**config.mk**
```make
export PLATFORM = sky130hd
export DESIGN_NAME = adc_alarm_monitor
export DESIGN_NICKNAME = d
export VERILOG_FILES = /design/src/common/alarm_pkg.sv /design/src/hw/alarm_frame_shifter.sv /design/src/hw/adc_alarm_monitor.sv
export SDC_FILE = /design/constraint.sdc
export NUM_CORES = 1
export LEC_CHECK = 0
export BUFFER_PORTS_ARGS = -buffer_cell sky130_fd_sc_hd__buf_4
export CAP_MARGIN = 5
export CORE_AREA = 2 2 146 148
export CTS_BUF_LIST = sky130_fd_sc_hd__clkbuf_16
export DETAILED_ROUTE_END_ITERATION = 12
export DIE_AREA = 0 0 148 150
export GPL_ROUTABILITY_DRIVEN = 0
export GPL_TIMING_DRIVEN = 0
export PLACE_DENSITY = 0.63
export SYNTH_ARGS = -nofsm -noshare
export SYNTH_HDL_FRONTEND = slang
export SYNTH_SLANG_ARGS = --single-unit
```
**constraint.sdc**
```tcl
create_clock -name clk_i -period 10.4 [get_ports clk_i]
set_input_delay 0.52 -clock clk_i [delete_from_list [all_inputs] [get_ports clk_i]]
set_output_delay 0.52 -clock clk_i [all_outputs]
set_load 0.05 [all_outputs]
```
**src/common/alarm_pkg.sv**
```systemverilog
// Package with register map, field layout and reset values of the alarm monitor.
package alarm_pkg;

   // ********************************************************************
   // Register byte offsets
   // ********************************************************************
   localparam logic [7:0] OUTPUT_CONTROL_OFF = 8'h00;
   localparam logic [7:0] RESET_POWER_CONTROL_OFF = 8'h04;
   localparam logic [7:0] DATA_OUTPUT_CONTROL_OFF = 8'h08;
   localparam logic [7:0] HIGH_THRESHOLD_OFF = 8'h0c;
   localparam logic [7:0] LOW_THRESHOLD_OFF = 8'h10;
   localparam logic [7:0] ALARM_FLAG_OFF = 8'h14;
   localparam logic [7:0] IRQ_STATUS_OFF = 8'h18;
   localparam logic [7:0] IRQ_MASK_OFF = 8'h1c;
   localparam logic [7:0] LAST_CODE_OFF = 8'h20;

   // ********************************************************************
   // Field layout
   // ********************************************************************
   localparam int CODE_W = 16;
   localparam int HYST_W = 8;
   localparam int HYST_LSB = 16;
   localparam int FLAG_N = 4;
   localparam int SEL_W = 2;
   localparam int INPUT_DIS_BIT = 0;
   localparam int SUPPLY_DIS_BIT = 1;
   localparam int TRIP_LSB = 4;
   localparam int FRAME_W = 32;
   localparam int IRQ_W = 3;
   // Flag order within a nibble.
   localparam int IN_HIGH = 0;
   localparam int IN_LOW = 1;
   localparam int SUP_HIGH = 2;
   localparam int SUP_LOW = 3;
   // Interrupt status bits.
   localparam int IRQ_TRIP = 0;
   localparam int IRQ_EOC = 1;
   localparam int IRQ_FRAME = 2;

   // ********************************************************************
   // Encodings and reset values
   // ********************************************************************
   localparam logic [1:0] SEL_ALARM = 2'h1;
   localparam logic [1:0] SEL_RESET = 2'h0;
   localparam logic [15:0] HIGH_TH_RESET = 16'hffff;
   localparam logic [15:0] LOW_TH_RESET = 16'h0000;
   localparam logic [7:0] HYST_RESET = 8'h00;
   localparam logic [7:0] APPEND_RESET = 8'h00;
   localparam logic [2:0] IRQ_MASK_RESET = 3'h0;

endpackage : alarm_pkg

```
**src/hw/alarm_frame_shifter.sv**
```systemverilog
// Serial frame shifter: 32-bit in/out shift register framed by the convert/select pin.
`timescale 1ns/1ps
module alarm_frame_shifter #(
   parameter int WIDTH = 32
) (
   input wire logic clk_i,
   input wire logic rst_n_i,
   input wire logic convert_select_n_i,
   input wire logic sclk_i,
   input wire logic sdi_i,
   input wire logic [WIDTH-1:0] load_word_i,
   output logic sdo_o,
   output logic frame_start_o,
   output logic frame_end_o,
   output logic [WIDTH-1:0] rx_word_o
);

   // ********************************************************************
   // Pin synchronisers
   // ********************************************************************
   // The first stage is read only by the second; edges come from stage two and three.
   logic [2:0] cs_sync;
   logic [2:0] sclk_sync;
   logic [1:0] sdi_sync;
   logic [WIDTH-1:0] shift;
   logic in_frame;

   always_ff @(posedge clk_i) begin
      if (!rst_n_i) begin
         cs_sync <= 3'h7;
         sclk_sync <= 3'h0;
         sdi_sync <= 2'h0;
      end else begin
         cs_sync <= {cs_sync[1:0], convert_select_n_i};
         sclk_sync <= {sclk_sync[1:0], sclk_i};
         sdi_sync <= {sdi_sync[0], sdi_i};
      end
   end

   wire cs_fall = cs_sync[2] & ~cs_sync[1];
   wire cs_rise = ~cs_sync[2] & cs_sync[1];
   wire sclk_rise = ~sclk_sync[2] & sclk_sync[1];
   wire sclk_fall = sclk_sync[2] & ~sclk_sync[1];

   // ********************************************************************
   // Shift register
   // ********************************************************************
   // Capture on the rising clock edge, launch the next bit on the falling edge.
   always_ff @(posedge clk_i) begin
      if (!rst_n_i) begin
         shift <= '0;
         in_frame <= 1'b0;
         sdo_o <= 1'b0;
         frame_start_o <= 1'b0;
         frame_end_o <= 1'b0;
         rx_word_o <= '0;
      end else begin
         frame_start_o <= cs_fall;
         frame_end_o <= cs_rise & in_frame;
         if (cs_fall) begin
            shift <= load_word_i;
            sdo_o <= load_word_i[WIDTH-1];
            in_frame <= 1'b1;
         end else if (cs_rise) begin
            in_frame <= 1'b0;
            rx_word_o <= shift;
         end else if (in_frame && sclk_rise) begin
            shift <= {shift[WIDTH-2:0], sdi_sync[1]};
         end else if (in_frame && sclk_fall) begin
            sdo_o <= shift[WIDTH-1];
         end
      end
   end

endmodule : alarm_frame_shifter

```
**src/hw/adc_alarm_monitor.sv**
```systemverilog
// Alarm monitor of a converter: thresholds, flags, alarm pin, APB registers and serial frame.
`timescale 1ns/1ps
// Function
// - The alarm pin carries the alarm only while the secondary output select is 01b.
// - With alarms on, input and supply alarms are enabled unless their disable bits are set.
// - Each alarm source has an active flag and a tripped flag, both set on a trigger.
// - Active flags are recomputed at each end of conversion and hold only if still alarming.
// - Tripped flags stay set until the alarm flag register is read, which clears them.
// - All flags update at each end of conversion and are readable in any serial frame.
// - The alarm pin is high while an input or supply over- or undervoltage exists.
// - Alarm flags selected in the data output control register are appended to the word.
// - The input high alarm sets when the code is strictly above the high threshold.
// - The input high alarm clears once the code is at most threshold minus hysteresis minus 1.
// - The input low alarm sets when the code is strictly below the low threshold.
// - The input low alarm clears once the code is at least threshold plus hysteresis plus 1.
// - High and low thresholds are independent and share one hysteresis value.
// - Supply high and low alarms follow the 5.3 V and 4.7 V comparator indications.
// - The serial port acts as a 32-bit shift register shifting in and out together.
// - A frame lasts from convert/select low to its next rise, which starts a conversion.
module adc_alarm_monitor (
   input wire logic clk_i,
   input wire logic rst_n_i,
   // APB slave
   input wire logic psel_i,
   input wire logic penable_i,
   input wire logic pwrite_i,
   input wire logic [7:0] paddr_i,
   input wire logic [31:0] pwdata_i,
   output logic [31:0] prdata_o,
   output logic pready_o,
   output logic pslverr_o,
   // Converter core
   input wire logic [15:0] conv_code_i,
   input wire logic conv_done_i,
   output logic conv_start_o,
   // Supply comparators, asynchronous
   input wire logic supply_over_i,
   input wire logic supply_under_i,
   // Serial pins
   input wire logic convert_select_n_i,
   input wire logic sclk_i,
   input wire logic sdi_i,
   output logic sdo_o,
   // Multifunction pin and interrupt
   output logic multifunction_output_pin_o,
   output logic irq_o
);

   // ********************************************************************
   // Configuration registers
   // ********************************************************************
   logic [alarm_pkg::SEL_W-1:0] secondary_output_select;
   logic input_alarm_disable;
   logic supply_alarm_disable;
   logic [2*alarm_pkg::FLAG_N-1:0] append_select;
   logic [alarm_pkg::CODE_W-1:0] high_threshold;
   logic [alarm_pkg::CODE_W-1:0] low_threshold;
   logic [alarm_pkg::HYST_W-1:0] hysteresis;
   logic [alarm_pkg::FLAG_N-1:0] active_flag;
   logic [alarm_pkg::FLAG_N-1:0] tripped_flag;
   logic [alarm_pkg::IRQ_W-1:0] irq_status;
   logic [alarm_pkg::IRQ_W-1:0] irq_mask;
   logic [alarm_pkg::CODE_W-1:0] last_code;
   logic [1:0] over_sync;
   logic [1:0] under_sync;

   // ********************************************************************
   // APB decode
   // ********************************************************************
   // An access is taken once; the registered pready then blocks a second take of it.
   wire access = psel_i & penable_i & ~pready_o;
   wire wr = access & pwrite_i;
   wire rd = access & ~pwrite_i;
   wire hit_out_ctl = paddr_i == alarm_pkg::OUTPUT_CONTROL_OFF;
   wire hit_rst_pwr = paddr_i == alarm_pkg::RESET_POWER_CONTROL_OFF;
   wire hit_data_ctl = paddr_i == alarm_pkg::DATA_OUTPUT_CONTROL_OFF;
   wire hit_high = paddr_i == alarm_pkg::HIGH_THRESHOLD_OFF;
   wire hit_low = paddr_i == alarm_pkg::LOW_THRESHOLD_OFF;
   wire hit_flag = paddr_i == alarm_pkg::ALARM_FLAG_OFF;
   wire hit_status = paddr_i == alarm_pkg::IRQ_STATUS_OFF;
   wire hit_mask = paddr_i == alarm_pkg::IRQ_MASK_OFF;
   wire hit_code = paddr_i == alarm_pkg::LAST_CODE_OFF;
   wire hit_any = hit_out_ctl | hit_rst_pwr | hit_data_ctl | hit_high | hit_low | hit_flag
      | hit_status | hit_mask | hit_code;
   wire flag_read = rd & hit_flag;

   wire [31:0] threshold_high_word = {8'h00, hysteresis, high_threshold};
   wire [31:0] threshold_low_word = {8'h00, hysteresis, low_threshold};
   wire [31:0] flag_word = {24'h000000, tripped_flag, active_flag};
   wire [31:0] read_mux =
      hit_out_ctl ? {30'h00000000, secondary_output_select} :
      hit_rst_pwr ? {30'h00000000, supply_alarm_disable, input_alarm_disable} :
      hit_data_ctl ? {24'h000000, append_select} :
      hit_high ? threshold_high_word :
      hit_low ? threshold_low_word :
      hit_flag ? flag_word :
      hit_status ? {29'h00000000, irq_status} :
      hit_mask ? {29'h00000000, irq_mask} :
      hit_code ? {16'h0000, last_code} : 32'h00000000;

   always_ff @(posedge clk_i) begin
      if (!rst_n_i) begin
         pready_o <= 1'b0;
         pslverr_o <= 1'b0;
         prdata_o <= 32'h00000000;
      end else begin
         pready_o <= access;
         pslverr_o <= access & ~hit_any;
         prdata_o <= rd ? read_mux : 32'h00000000;
      end
   end

   // ********************************************************************
   // Register writes
   // ********************************************************************
   // A write to either threshold register updates the one shared hysteresis.
   always_ff @(posedge clk_i) begin
      if (!rst_n_i) begin
         secondary_output_select <= alarm_pkg::SEL_RESET;
         input_alarm_disable <= 1'b0;
         supply_alarm_disable <= 1'b0;
         append_select <= alarm_pkg::APPEND_RESET;
         high_threshold <= alarm_pkg::HIGH_TH_RESET;
         low_threshold <= alarm_pkg::LOW_TH_RESET;
         hysteresis <= alarm_pkg::HYST_RESET;
         irq_mask <= alarm_pkg::IRQ_MASK_RESET;
      end else if (wr) begin
         if (hit_out_ctl) begin
            secondary_output_select <= pwdata_i[alarm_pkg::SEL_W-1:0];
         end
         if (hit_rst_pwr) begin
            input_alarm_disable <= pwdata_i[alarm_pkg::INPUT_DIS_BIT];
            supply_alarm_disable <= pwdata_i[alarm_pkg::SUPPLY_DIS_BIT];
         end
         if (hit_data_ctl) begin
            append_select <= pwdata_i[2*alarm_pkg::FLAG_N-1:0];
         end
         if (hit_high) begin
            high_threshold <= pwdata_i[alarm_pkg::CODE_W-1:0];
         end
         if (hit_low) begin
            low_threshold <= pwdata_i[alarm_pkg::CODE_W-1:0];
         end
         if (hit_high || hit_low) begin
            hysteresis <= pwdata_i[alarm_pkg::HYST_LSB +: alarm_pkg::HYST_W];
         end
         if (hit_mask) begin
            irq_mask <= pwdata_i[alarm_pkg::IRQ_W-1:0];
         end
      end
   end

   // ********************************************************************
   // Supply comparator synchronisers
   // ********************************************************************
   always_ff @(posedge clk_i) begin
      if (!rst_n_i) begin
         over_sync <= 2'h0;
         under_sync <= 2'h0;
      end else begin
         over_sync <= {over_sync[0], supply_over_i};
         under_sync <= {under_sync[0], supply_under_i};
      end
   end

   // ********************************************************************
   // Threshold comparison
   // ********************************************************************
   // Limits are one bit wider and release points two bits wider so that threshold minus hysteresis cannot wrap.
   wire alarm_on = secondary_output_select == alarm_pkg::SEL_ALARM;
   wire input_en = alarm_on & ~input_alarm_disable;
   wire supply_en = alarm_on & ~supply_alarm_disable;
   wire [alarm_pkg::CODE_W:0] code_x = {1'b0, conv_code_i};
   wire [alarm_pkg::CODE_W:0] hyst_x = {{(alarm_pkg::CODE_W - alarm_pkg::HYST_W + 1){1'b0}},
      hysteresis};
   wire [alarm_pkg::CODE_W:0] high_x = {1'b0, high_threshold};
   wire [alarm_pkg::CODE_W:0] low_x = {1'b0, low_threshold};
   wire [alarm_pkg::CODE_W+1:0] high_release = {1'b0, high_x} - {1'b0, hyst_x}
      - {{(alarm_pkg::CODE_W+1){1'b0}}, 1'b1};
   wire [alarm_pkg::CODE_W+1:0] low_release = {1'b0, low_x} + {1'b0, hyst_x}
      + {{(alarm_pkg::CODE_W+1){1'b0}}, 1'b1};
   // A negative high release point means the code can never fall far enough.
   wire high_set = code_x > high_x;
   wire high_clr = ~high_release[alarm_pkg::CODE_W+1]
      & ({1'b0, code_x} <= high_release);
   wire low_set = code_x < low_x;
   wire low_clr = {1'b0, code_x} >= low_release;

   // Between the set and release points an input alarm keeps its last state.
   wire next_in_high = high_set | (active_flag[alarm_pkg::IN_HIGH] & ~high_clr);
   wire next_in_low = low_set | (active_flag[alarm_pkg::IN_LOW] & ~low_clr);

   logic [alarm_pkg::FLAG_N-1:0] next_active;
   always_comb begin
      next_active = '0;
      next_active[alarm_pkg::IN_HIGH] = input_en & next_in_high;
      next_active[alarm_pkg::IN_LOW] = input_en & next_in_low;
      next_active[alarm_pkg::SUP_HIGH] = supply_en & over_sync[1];
      next_active[alarm_pkg::SUP_LOW] = supply_en & under_sync[1];
   end

   // ********************************************************************
   // Alarm flags
   // ********************************************************************
   // Tripped bits: a new trigger in the cycle of the clearing read wins.
   logic [alarm_pkg::FLAG_N-1:0] next_tripped;
   always_comb begin
      next_tripped = tripped_flag;
      if (flag_read) begin
         next_tripped = '0;
      end
      if (conv_done_i) begin
         next_tripped = next_tripped | next_active;
      end
   end

   always_ff @(posedge clk_i) begin
      if (!rst_n_i) begin
         active_flag <= '0;
         tripped_flag <= '0;
         last_code <= '0;
         multifunction_output_pin_o <= 1'b0;
      end else begin
         tripped_flag <= next_tripped;
         if (conv_done_i) begin
            active_flag <= next_active;
            last_code <= conv_code_i;
            multifunction_output_pin_o <= alarm_on & (|next_active);
         end else if (!alarm_on) begin
            multifunction_output_pin_o <= 1'b0;
         end
      end
   end

   // ********************************************************************
   // Serial frame
   // ********************************************************************
   // Selected flags follow the code; unselected flag bits go out as zero.
   wire [2*alarm_pkg::FLAG_N-1:0] all_flags = {tripped_flag, active_flag};
   wire [2*alarm_pkg::FLAG_N-1:0] append_bits = all_flags & append_select;
   wire [alarm_pkg::FRAME_W-1:0] frame_word = {last_code, append_bits,
      {(alarm_pkg::FRAME_W - alarm_pkg::CODE_W - 2*alarm_pkg::FLAG_N){1'b0}}};
   logic frame_start;
   logic frame_end;

   alarm_frame_shifter #(
      .WIDTH(alarm_pkg::FRAME_W)
   ) u_shifter (
      .clk_i(clk_i),
      .rst_n_i(rst_n_i),
      .convert_select_n_i(convert_select_n_i),
      .sclk_i(sclk_i),
      .sdi_i(sdi_i),
      .load_word_i(frame_word),
      .sdo_o(sdo_o),
      .frame_start_o(frame_start),
      .frame_end_o(frame_end),
      .rx_word_o()
   );

   // ********************************************************************
   // Conversion start and interrupts
   // ********************************************************************
   logic [alarm_pkg::IRQ_W-1:0] events;
   always_comb begin
      events = '0;
      events[alarm_pkg::IRQ_TRIP] = conv_done_i & (|(next_active & ~active_flag));
      events[alarm_pkg::IRQ_EOC] = conv_done_i;
      events[alarm_pkg::IRQ_FRAME] = frame_start;
   end

   wire [alarm_pkg::IRQ_W-1:0] status_clear = (wr & hit_status) ?
      pwdata_i[alarm_pkg::IRQ_W-1:0] : '0;
   wire [alarm_pkg::IRQ_W-1:0] next_status = (irq_status & ~status_clear) | events;

   // Masking gates only the output; status bits keep recording while masked.

   always_ff @(posedge clk_i) begin
      if (!rst_n_i) begin
         irq_status <= '0;
         irq_o <= 1'b0;
         conv_start_o <= 1'b0;
      end else begin
         irq_status <= next_status;
         irq_o <= |(next_status & irq_mask);
         conv_start_o <= frame_end;
      end
   end

endmodule : adc_alarm_monitor

```
# Word level (Yosys, flattened, before mapping)

Index checks and enable logic that the tools add are counted.

Register bits: 167
Input bits: 67
Output and inout bits: 38
Word-level logic and storage cells: 156

$add $sub $neg: 4
Order comparisons: 4
Equality and inequality tests: 12
Multiplexer cells: 23
Bitwise operators: 56
Reduce and logical (&&, ||, !) cells: 25

Operators by type and width:

| operator              | number |
|---|---|
| $mux 32               | 3 |
| $mux 16               | 4 |
| $mux 24               | 2 |
| $eq 8x5->1 const B    | 4 |
| $and 1x1->1           | 23 |
| $reduce_and 2->1      | 10 |
| $add 17x1->18 const B | 1 |
| $ge 16x18->1          | 1 |
| $le 16x18->1          | 1 |
| $sub 17x2->18 const B | 1 |
| $add 16x8->17         | 1 |
| $sub 16x8->17         | 1 |
| $eq 8x4->1 const B    | 2 |
| $gt 16x16->1          | 1 |
| $lt 16x16->1          | 1 |
| $not 1->1             | 15 |
| $reduce_or 4->1       | 3 |
| $or 1x1->1            | 10 |
| $reduce_or 10->1      | 1 |
| $and 8x8->8           | 1 |
| $eq 8x3->1 const B    | 1 |
| $eq 8x6->1 const B    | 1 |
| $logic_not 8->1       | 1 |
| $mux 1                | 8 |
| other kinds (20)      | 27 |

# Depth between registers and ports, before layout

Word-level depth: 14
Depth in mapped cells: 22
Gate-level depth less buffers: 22

# Cells and area by module

Synthesis repeated with hierarchy kept, for this count alone.

Cells, all modules: 1166
Area, all modules: 10585.2 um2

By module, submodules not included:

| module              | instances | cells an instance | area each (um2) |
|---|---|---|---|
| adc_alarm_monitor   | 1         | 910               | 7587.3 |
| alarm_frame_shifter | 1         | 256               | 2997.9 |

# Worst setup path before layout

OpenSTA, ideal clock, no wires.

Kind: reg-to-reg
From: register high_threshold[0] in the netlist's numbering
To: register multifunction_output_pin_o
Setup time: 0.096 ns
Arrival: 3.921 ns
Required time: 10.304 ns
Path slack: 6.383 ns
Stages on the path, launching flop included: 21
Buffers on the path: 0
Period minus slack after synthesis: 4.017 ns
Cell sequence: dfxtp_1 > inv_1 > ha_1 > fa_1 > and2b_1 > o211ai_1 > a221o_1 > a31oi_2 > nand3_2 > or3_4 > a21oi_4 > nand3_1 > xnor2_1 > ha_1 > nand4_1 > nor2_1 > a221oi_1 > a41o_2 > a32oi_1 > a21oi_2 > o41ai_2

Word-level cells in the longest chain between the ends: 11

Ends and longest elaborated chain:

| element                                   | RTL line                                           | RTL |
|---|---|---|
| start, declared                           | adc_alarm_monitor.sv:56                            | `logic [alarm_pkg::CODE_W-1:0] high_threshold;` |
| start signal, assigned                    | adc_alarm_monitor.sv:123                           | `high_threshold <= alarm_pkg::HIGH_TH_RESET;` |
| start signal, assigned                    | adc_alarm_monitor.sv:139                           | `high_threshold <= pwdata_i[alarm_pkg::CODE_W-1:0];` |
| $sub 16x8->17                             | adc_alarm_monitor.sv:178                           | `wire [alarm_pkg::CODE_W+1:0] high_release = {1'b0, high_x} - {1'b0, hyst_x}` |
| $sub 17x2->18                             | adc_alarm_monitor.sv:179                           | `- {{(alarm_pkg::CODE_W+1){1'b0}}, 1'b1};` |
| $le 16x18->1 or $not 1->1 (tied branches) | adc_alarm_monitor.sv:185, adc_alarm_monitor.sv:184 |  |
| $and 1x1->1                               | adc_alarm_monitor.sv:185                           | `& ({1'b0, code_x} <= high_release);` |
| $not 1->1                                 | adc_alarm_monitor.sv:190                           | `wire next_in_high = high_set \| (active_flag[alarm_pkg::IN_HIGH] & ~high_clr);` |
| $and 1x1->1                               | adc_alarm_monitor.sv:190                           |  |
| $or 1x1->1 *                              | adc_alarm_monitor.sv:190                           |  |
| $and 1x1->1 *                             | adc_alarm_monitor.sv:196                           | `next_active[alarm_pkg::IN_HIGH] = input_en & next_in_high;` |
| $reduce_or 4->1 *                         | adc_alarm_monitor.sv:228                           | `multifunction_output_pin_o <= alarm_on & (\|next_active);` |
| $and 1x1->1 *                             | adc_alarm_monitor.sv:228                           |  |
| $mux 1 *                                  | adc_alarm_monitor.sv:225                           | `if (conv_done_i) begin` |
| end signal, assigned                      | adc_alarm_monitor.sv:228                           |  |
| end, declared                             | adc_alarm_monitor.sv:45                            | `output logic multifunction_output_pin_o,` |

Every way passes the cells marked *; elsewhere a longest branch is shown, timed or not.
A chain may end at the register's enable or synchronous reset.

# Final worst setup path

Same ends and word-level chain as after synthesis.

==> impl_table.tex <==
\begin{tabular}{lr}
\hline
Metric & Value \\
\hline
\multicolumn{2}{l}{\textbf{STA}} \\
\quad Final-report max-slew violation count & 0 \\
\quad Minimum period implied by the final worst setup slack & between 4 and 5 ns \\
\quad Achievable frequency & roughly 0.21 GHz \\
\quad Setup clock skew after layout & between 0.006 and 0.007 ns \\
\quad Setup repair after global routing missed its margin & no \\
\quad Number of hold violations in the final report & 0 \\
\quad Final-report setup violation count & 0 \\
\quad Period utilisation layout & roughly 47\% \\
\quad Sum of negative setup slack & 0 ns \\
\quad Worst Tran Pin Value & 1.120 ns \\
\quad Worst rel slew slack & between 20\% and 30\% \\
\multicolumn{2}{l}{\textbf{Critical path}} \\
\quad Startpoint of the most critical setup path & high\_threshold[0] \\
\quad Family with the most delay on the worst path & compound AO/OA/AOI/OAI gates \\
\quad Endpoint kind of the worst setup timing path & flip-flop \\
\quad CP peak stage delay & $\sim$0.42 ns \\
\quad FF-to-FF Start & high\_threshold[0] \\
\quad Critical path buffer and inverter count & 1 \\
\quad Most frequent cell on the critical path & sky130\_fd\_sc\_hd\_\_ha\_1 \\
\quad CP endpoint & multifunction\_output\_pin\_o \\
\quad Number of cells on the worst reg-to-reg path & 20 \\
\quad Worst endpoint required time & roughly 11 ns \\
\quad Series of cell instances along the critical path & inv\_1, ha\_1, fa\_1, and2b\_1, o211ai\_1, a221o\_1, a31oi\_2, nand3\_2, or3\_4, a21oi\_4, nand3\_1, xnor2\_1, ha\_1, nand4\_1, nor2\_1, a221oi\_1, a41o\_2, a32oi\_1, a21oi\_2, o41ai\_2 \\
\quad Element type at the critical path start & flip-flop \\
\quad Maximum fanout along the worst path & 4 \\
\quad Setup slack, reg-to-reg & between 5 and 6 ns \\
\quad CP Data Arrival Time & 5.17 ns \\
\quad Critical path's slowest cell & sky130\_fd\_sc\_hd\_\_fa\_1 \\
\quad Reg-to-reg endpoint & multifunction\_output\_pin\_o \\
\quad Number of stages on the worst setup path & 20 \\
\quad Crit Path Class & flip-flop to flip-flop \\
\multicolumn{2}{l}{\textbf{Global routing}} \\
\quad Overall overflow remaining after global route & 0 \\
\quad Global-route wire length before repair & between 40000 and 50000 µm \\
\quad Maximum number of pins on one net before global-route repair & 17 \\
\quad Global-route total usage across every layer & between 20\% and 30\% \\
\quad Number of global-route vias before repair & roughly 7600 \\
\quad Initial antenna violation count & 0 \\
\multicolumn{2}{l}{\textbf{Yosys}} \\
\quad Number of storage elements in the synthesis netlist & 159 \\
\quad Most used flip-flop cell after synthesis & sky130\_fd\_sc\_hd\_\_dfxtp\_1 \\
\quad Synth top area cells & sky130\_fd\_sc\_hd\_\_dfxtp\_1, sky130\_fd\_sc\_hd\_\_ha\_1, sky130\_fd\_sc\_hd\_\_nand2\_1 \\
\quad Most repeated cell in the gate-level netlist after synthesis & sky130\_fd\_sc\_hd\_\_dfxtp\_1 \\
\quad Distinct cell type count after synthesis & 79 \\
\quad Gate count of the mapped netlist & between 1000 and 1500 \\
\quad Cell taking the most area after synthesis & sky130\_fd\_sc\_hd\_\_dfxtp\_1 \\
\quad Count of flip-flops with a built-in enable after synthesis & 0 \\
\quad Warnings from Yosys & 0 \\
\quad Post-synth top area share & 34.83\% \\
\quad Area of the mapped netlist & between 0.009 and 0.01 mm² \\
\quad Avg Synthesized Cell Area & 8.471 µm² \\
\quad Top post-synthesis cells by count & sky130\_fd\_sc\_hd\_\_dfxtp\_1, sky130\_fd\_sc\_hd\_\_nand2\_1, sky130\_fd\_sc\_hd\_\_nor2\_1 \\
\quad Async SR Flop Fraction & 0\% \\
\quad Portion of the post-synthesis area used by sequential elements & a little over a third \\
\multicolumn{2}{l}{\textbf{Power and ir drop}} \\
\quad Leakage component of the power & approximately 4.3 nW \\
\quad Areal power density over the cells & 123.9 mW/mm² \\
\quad IR drop worst, VDD & between 100 and 150 µV \\
\multicolumn{2}{l}{\textbf{Finish}} \\
\quad Fraction of layout instances using a drive strength above 1 & between 10\% and 20\% \\
\quad Syn-to-layout area delta & 17.02\% \\
\quad Final cell area excluding filler cells & around 0.011 mm² \\
\quad Net count, final & between 1000 and 1500 \\
\quad Diodes inserted & 0 \\
\multicolumn{2}{l}{\textbf{Route}} \\
\quad Met2 Routed Length & $\sim$13000 µm \\
\quad Max Used Layer & met4 \\
\quad Detailed-router iteration count before antenna repair & 5 \\
\quad Detailed-route DRC error count & 0 \\
\quad Via density & around 5.5 \\
\quad First-iteration detailed-routing DRC count & about 540 \\
\quad Drt total wl & 27130 µm \\
\quad DR WL/cell & 18.34 µm \\
\quad Met3 WL & roughly 1300 µm \\
\quad Via total after detailed routing & 8161 \\
\quad DRT met1 WL & about 12000 µm \\
\quad Routed Antenna Nets & 0 \\
\multicolumn{2}{l}{\textbf{Placed design}} \\
\quad HPWL Detailed & between 20000 and 25000 µm \\
\quad Placed Instance Area & 0.01016 mm² \\
\quad IO buf count & between 80 and 90 \\
\multicolumn{2}{l}{\textbf{Clock tree}} \\
\quad Clock latency on the worst-skew pair & approximately 0.42 ns \\
\quad Post-CTS sizing & 0 \\
\quad Total of hold buffers inserted after clock tree synthesis & 0 \\
\quad Sinks on Clock Net & 159 \\
\quad Number of clock buffers inserted by TritonCTS & 17 \\
\quad Clock tree from TritonCTS & done \\
\quad Clk root buf & sky130\_fd\_sc\_hd\_\_clkbuf\_16 \\
\quad Depth of the CTS H-tree & 4 \\
\quad Number of buffers added for setup after CTS & 0 \\
\quad Register clock-pin slew on the reported worst setup and hold paths & 0.07 ns \\
\quad Buffer levels on the longest clock path & 2 \\
\multicolumn{2}{l}{\textbf{Min path}} \\
\quad Worst min-delay path class & input port to flip-flop \\
\multicolumn{2}{l}{\textbf{Floorplan}} \\
\quad Core area & between 0.02 and 0.025 mm² \\
\quad Count of pins on the block boundary & roughly 110 \\
\quad Die W & approximately 150 µm \\
\quad Die span in y & roughly 150 µm \\
\quad Row Count & 53 \\
\quad Initial core utilization & 44.18\% \\
\quad Area of the die & between 0.02 and 0.025 mm² \\
\multicolumn{2}{l}{\textbf{Outcome}} \\
\quad Outcome & complete, no violations \\
\multicolumn{2}{l}{\textbf{Job}} \\
\quad Max-cap check violation count & 0 \\
\hline
\end{tabular}
-- registers in the layout (all words and copies together) (netlist names), 8 cells and up --
name	cells
append_select	8
high_threshold	16
hysteresis	8
last_code	16
low_threshold	16
prdata_o	24
u_shifter.shift	32
-- report_power, final --
group          internal [mW]  switching [mW]
registers              0.621         0.00876
clock network          0.308           0.274
logic                 0.0475          0.0664
total                  0.976           0.349
-- cell families (layout without fill, tap and decap cells) --
family | after synthesis | after routing | share of synthesized area, %
other | 1 | 8 | 0.04103
AOI/OAI and AO/OA | 269 | 269 | 21.15
buffers and inverters | 113 | 231 | 5.311
muxes | 23 | 23 | 2.546
xor gates and xnor gates | 37 | 37 | 3.546
DFF | 159 | 159 | 34.83
adders and majority gates | 84 | 84 | 11.66
and+or+nand+nor | 393 | 393 | 20.92
-- cell type report --
cell class / instances / area (µm²)
clock inverter: 15 / 113.9
sequential: 159 / 3183
multi-input combinational: 814 / 5498
fill: 2048 / 9995
tap: 275 / 344.1
inverter: 59 / 221.5
timing repair buffer: 86 / 645.6
buffer: 54 / 264.0
clock buffer: 17 / 425.4
-- layer usage --
layer	up-vias	global-route usage, %
met5	-	0
li1	4044	-
met4	0	7.143
met2	194	42.41
met3	32	3.445
met1	3891	32.37
-- per-stage QoR --
stage | power, mW | hold WS [ns] | util (%) | cells | worst slack (ns)
2_1_floorplan | 0.7056 | 0.3863 | - | 1086 | 6.383
3_3_place_gp | 0.7554 | 0.3891 | 49.09 | 1447 | 5.582
3_5_place_dp | 0.7567 | 0.3979 | 49.09 | 1447 | 5.597
4_1_cts | 1.331 | 0.2663 | 51.69 | 1479 | 5.563
5_1_grt | 1.365 | 0.2791 | 51.69 | 1479 | 5.287
6_report | 1.325 | 0.2737 | 51.69 | 1479 | 5.563
-- worst min-delay path by stage --
| stage | start | endpoint | slack [ns] | cells after the start |
|---|---|---|---|---|
| finish | convert_select_n_i | u_shifter.cs_sync[0] | 0.27 | 2 |
| global route | convert_select_n_i | u_shifter.cs_sync[0] | 0.28 | 2 |
| CTS | convert_select_n_i | u_shifter.cs_sync[0] | 0.27 | 2 |
| detailed placement | u_shifter.cs_sync[0] | u_shifter.cs_sync[1] | 0.40 | 1 |
| global placement | u_shifter.cs_sync[0] | u_shifter.cs_sync[1] | 0.39 | 1 |
| floorplan | u_shifter.cs_sync[0] | u_shifter.cs_sync[1] | 0.39 | 1 |
-- layout by cell type (no fill, tap or decap), drive strengths merged, types with 17 or more instances in the layout --
master and count:
dfxtp 159, nand2 139, buf 102, nor2 83, ha 82, a21oi 67, inv 65, clkbuf 55
a21boi 43, nor3 39, o21ai 32, nand3 29, nor2b 27, a21o 26, xnor2 25, nand2b 22
o211ai 22, mux2i 21, o221ai 17
-- worst register-to-register path, cell delays in order (launching register included) --
cell and delay, ns:
sky130_fd_sc_hd__dfxtp_1 0.39, sky130_fd_sc_hd__inv_1 0.11, sky130_fd_sc_hd__ha_1 0.23, sky130_fd_sc_hd__fa_1 0.42
sky130_fd_sc_hd__and2b_1 0.21, sky130_fd_sc_hd__o211ai_1 0.12, sky130_fd_sc_hd__a221o_1 0.33, sky130_fd_sc_hd__a31oi_2 0.24
sky130_fd_sc_hd__nand3_2 0.16, sky130_fd_sc_hd__or3_4 0.42, sky130_fd_sc_hd__a21oi_4 0.24, sky130_fd_sc_hd__nand3_1 0.13
sky130_fd_sc_hd__xnor2_1 0.15, sky130_fd_sc_hd__ha_1 0.30, sky130_fd_sc_hd__nand4_1 0.09, sky130_fd_sc_hd__nor2_1 0.14
sky130_fd_sc_hd__a221oi_1 0.09, sky130_fd_sc_hd__a41o_2 0.24, sky130_fd_sc_hd__a32oi_1 0.41, sky130_fd_sc_hd__a21oi_2 0.08
sky130_fd_sc_hd__o41ai_2 0.22
Power figures use the tool's default switching activity.
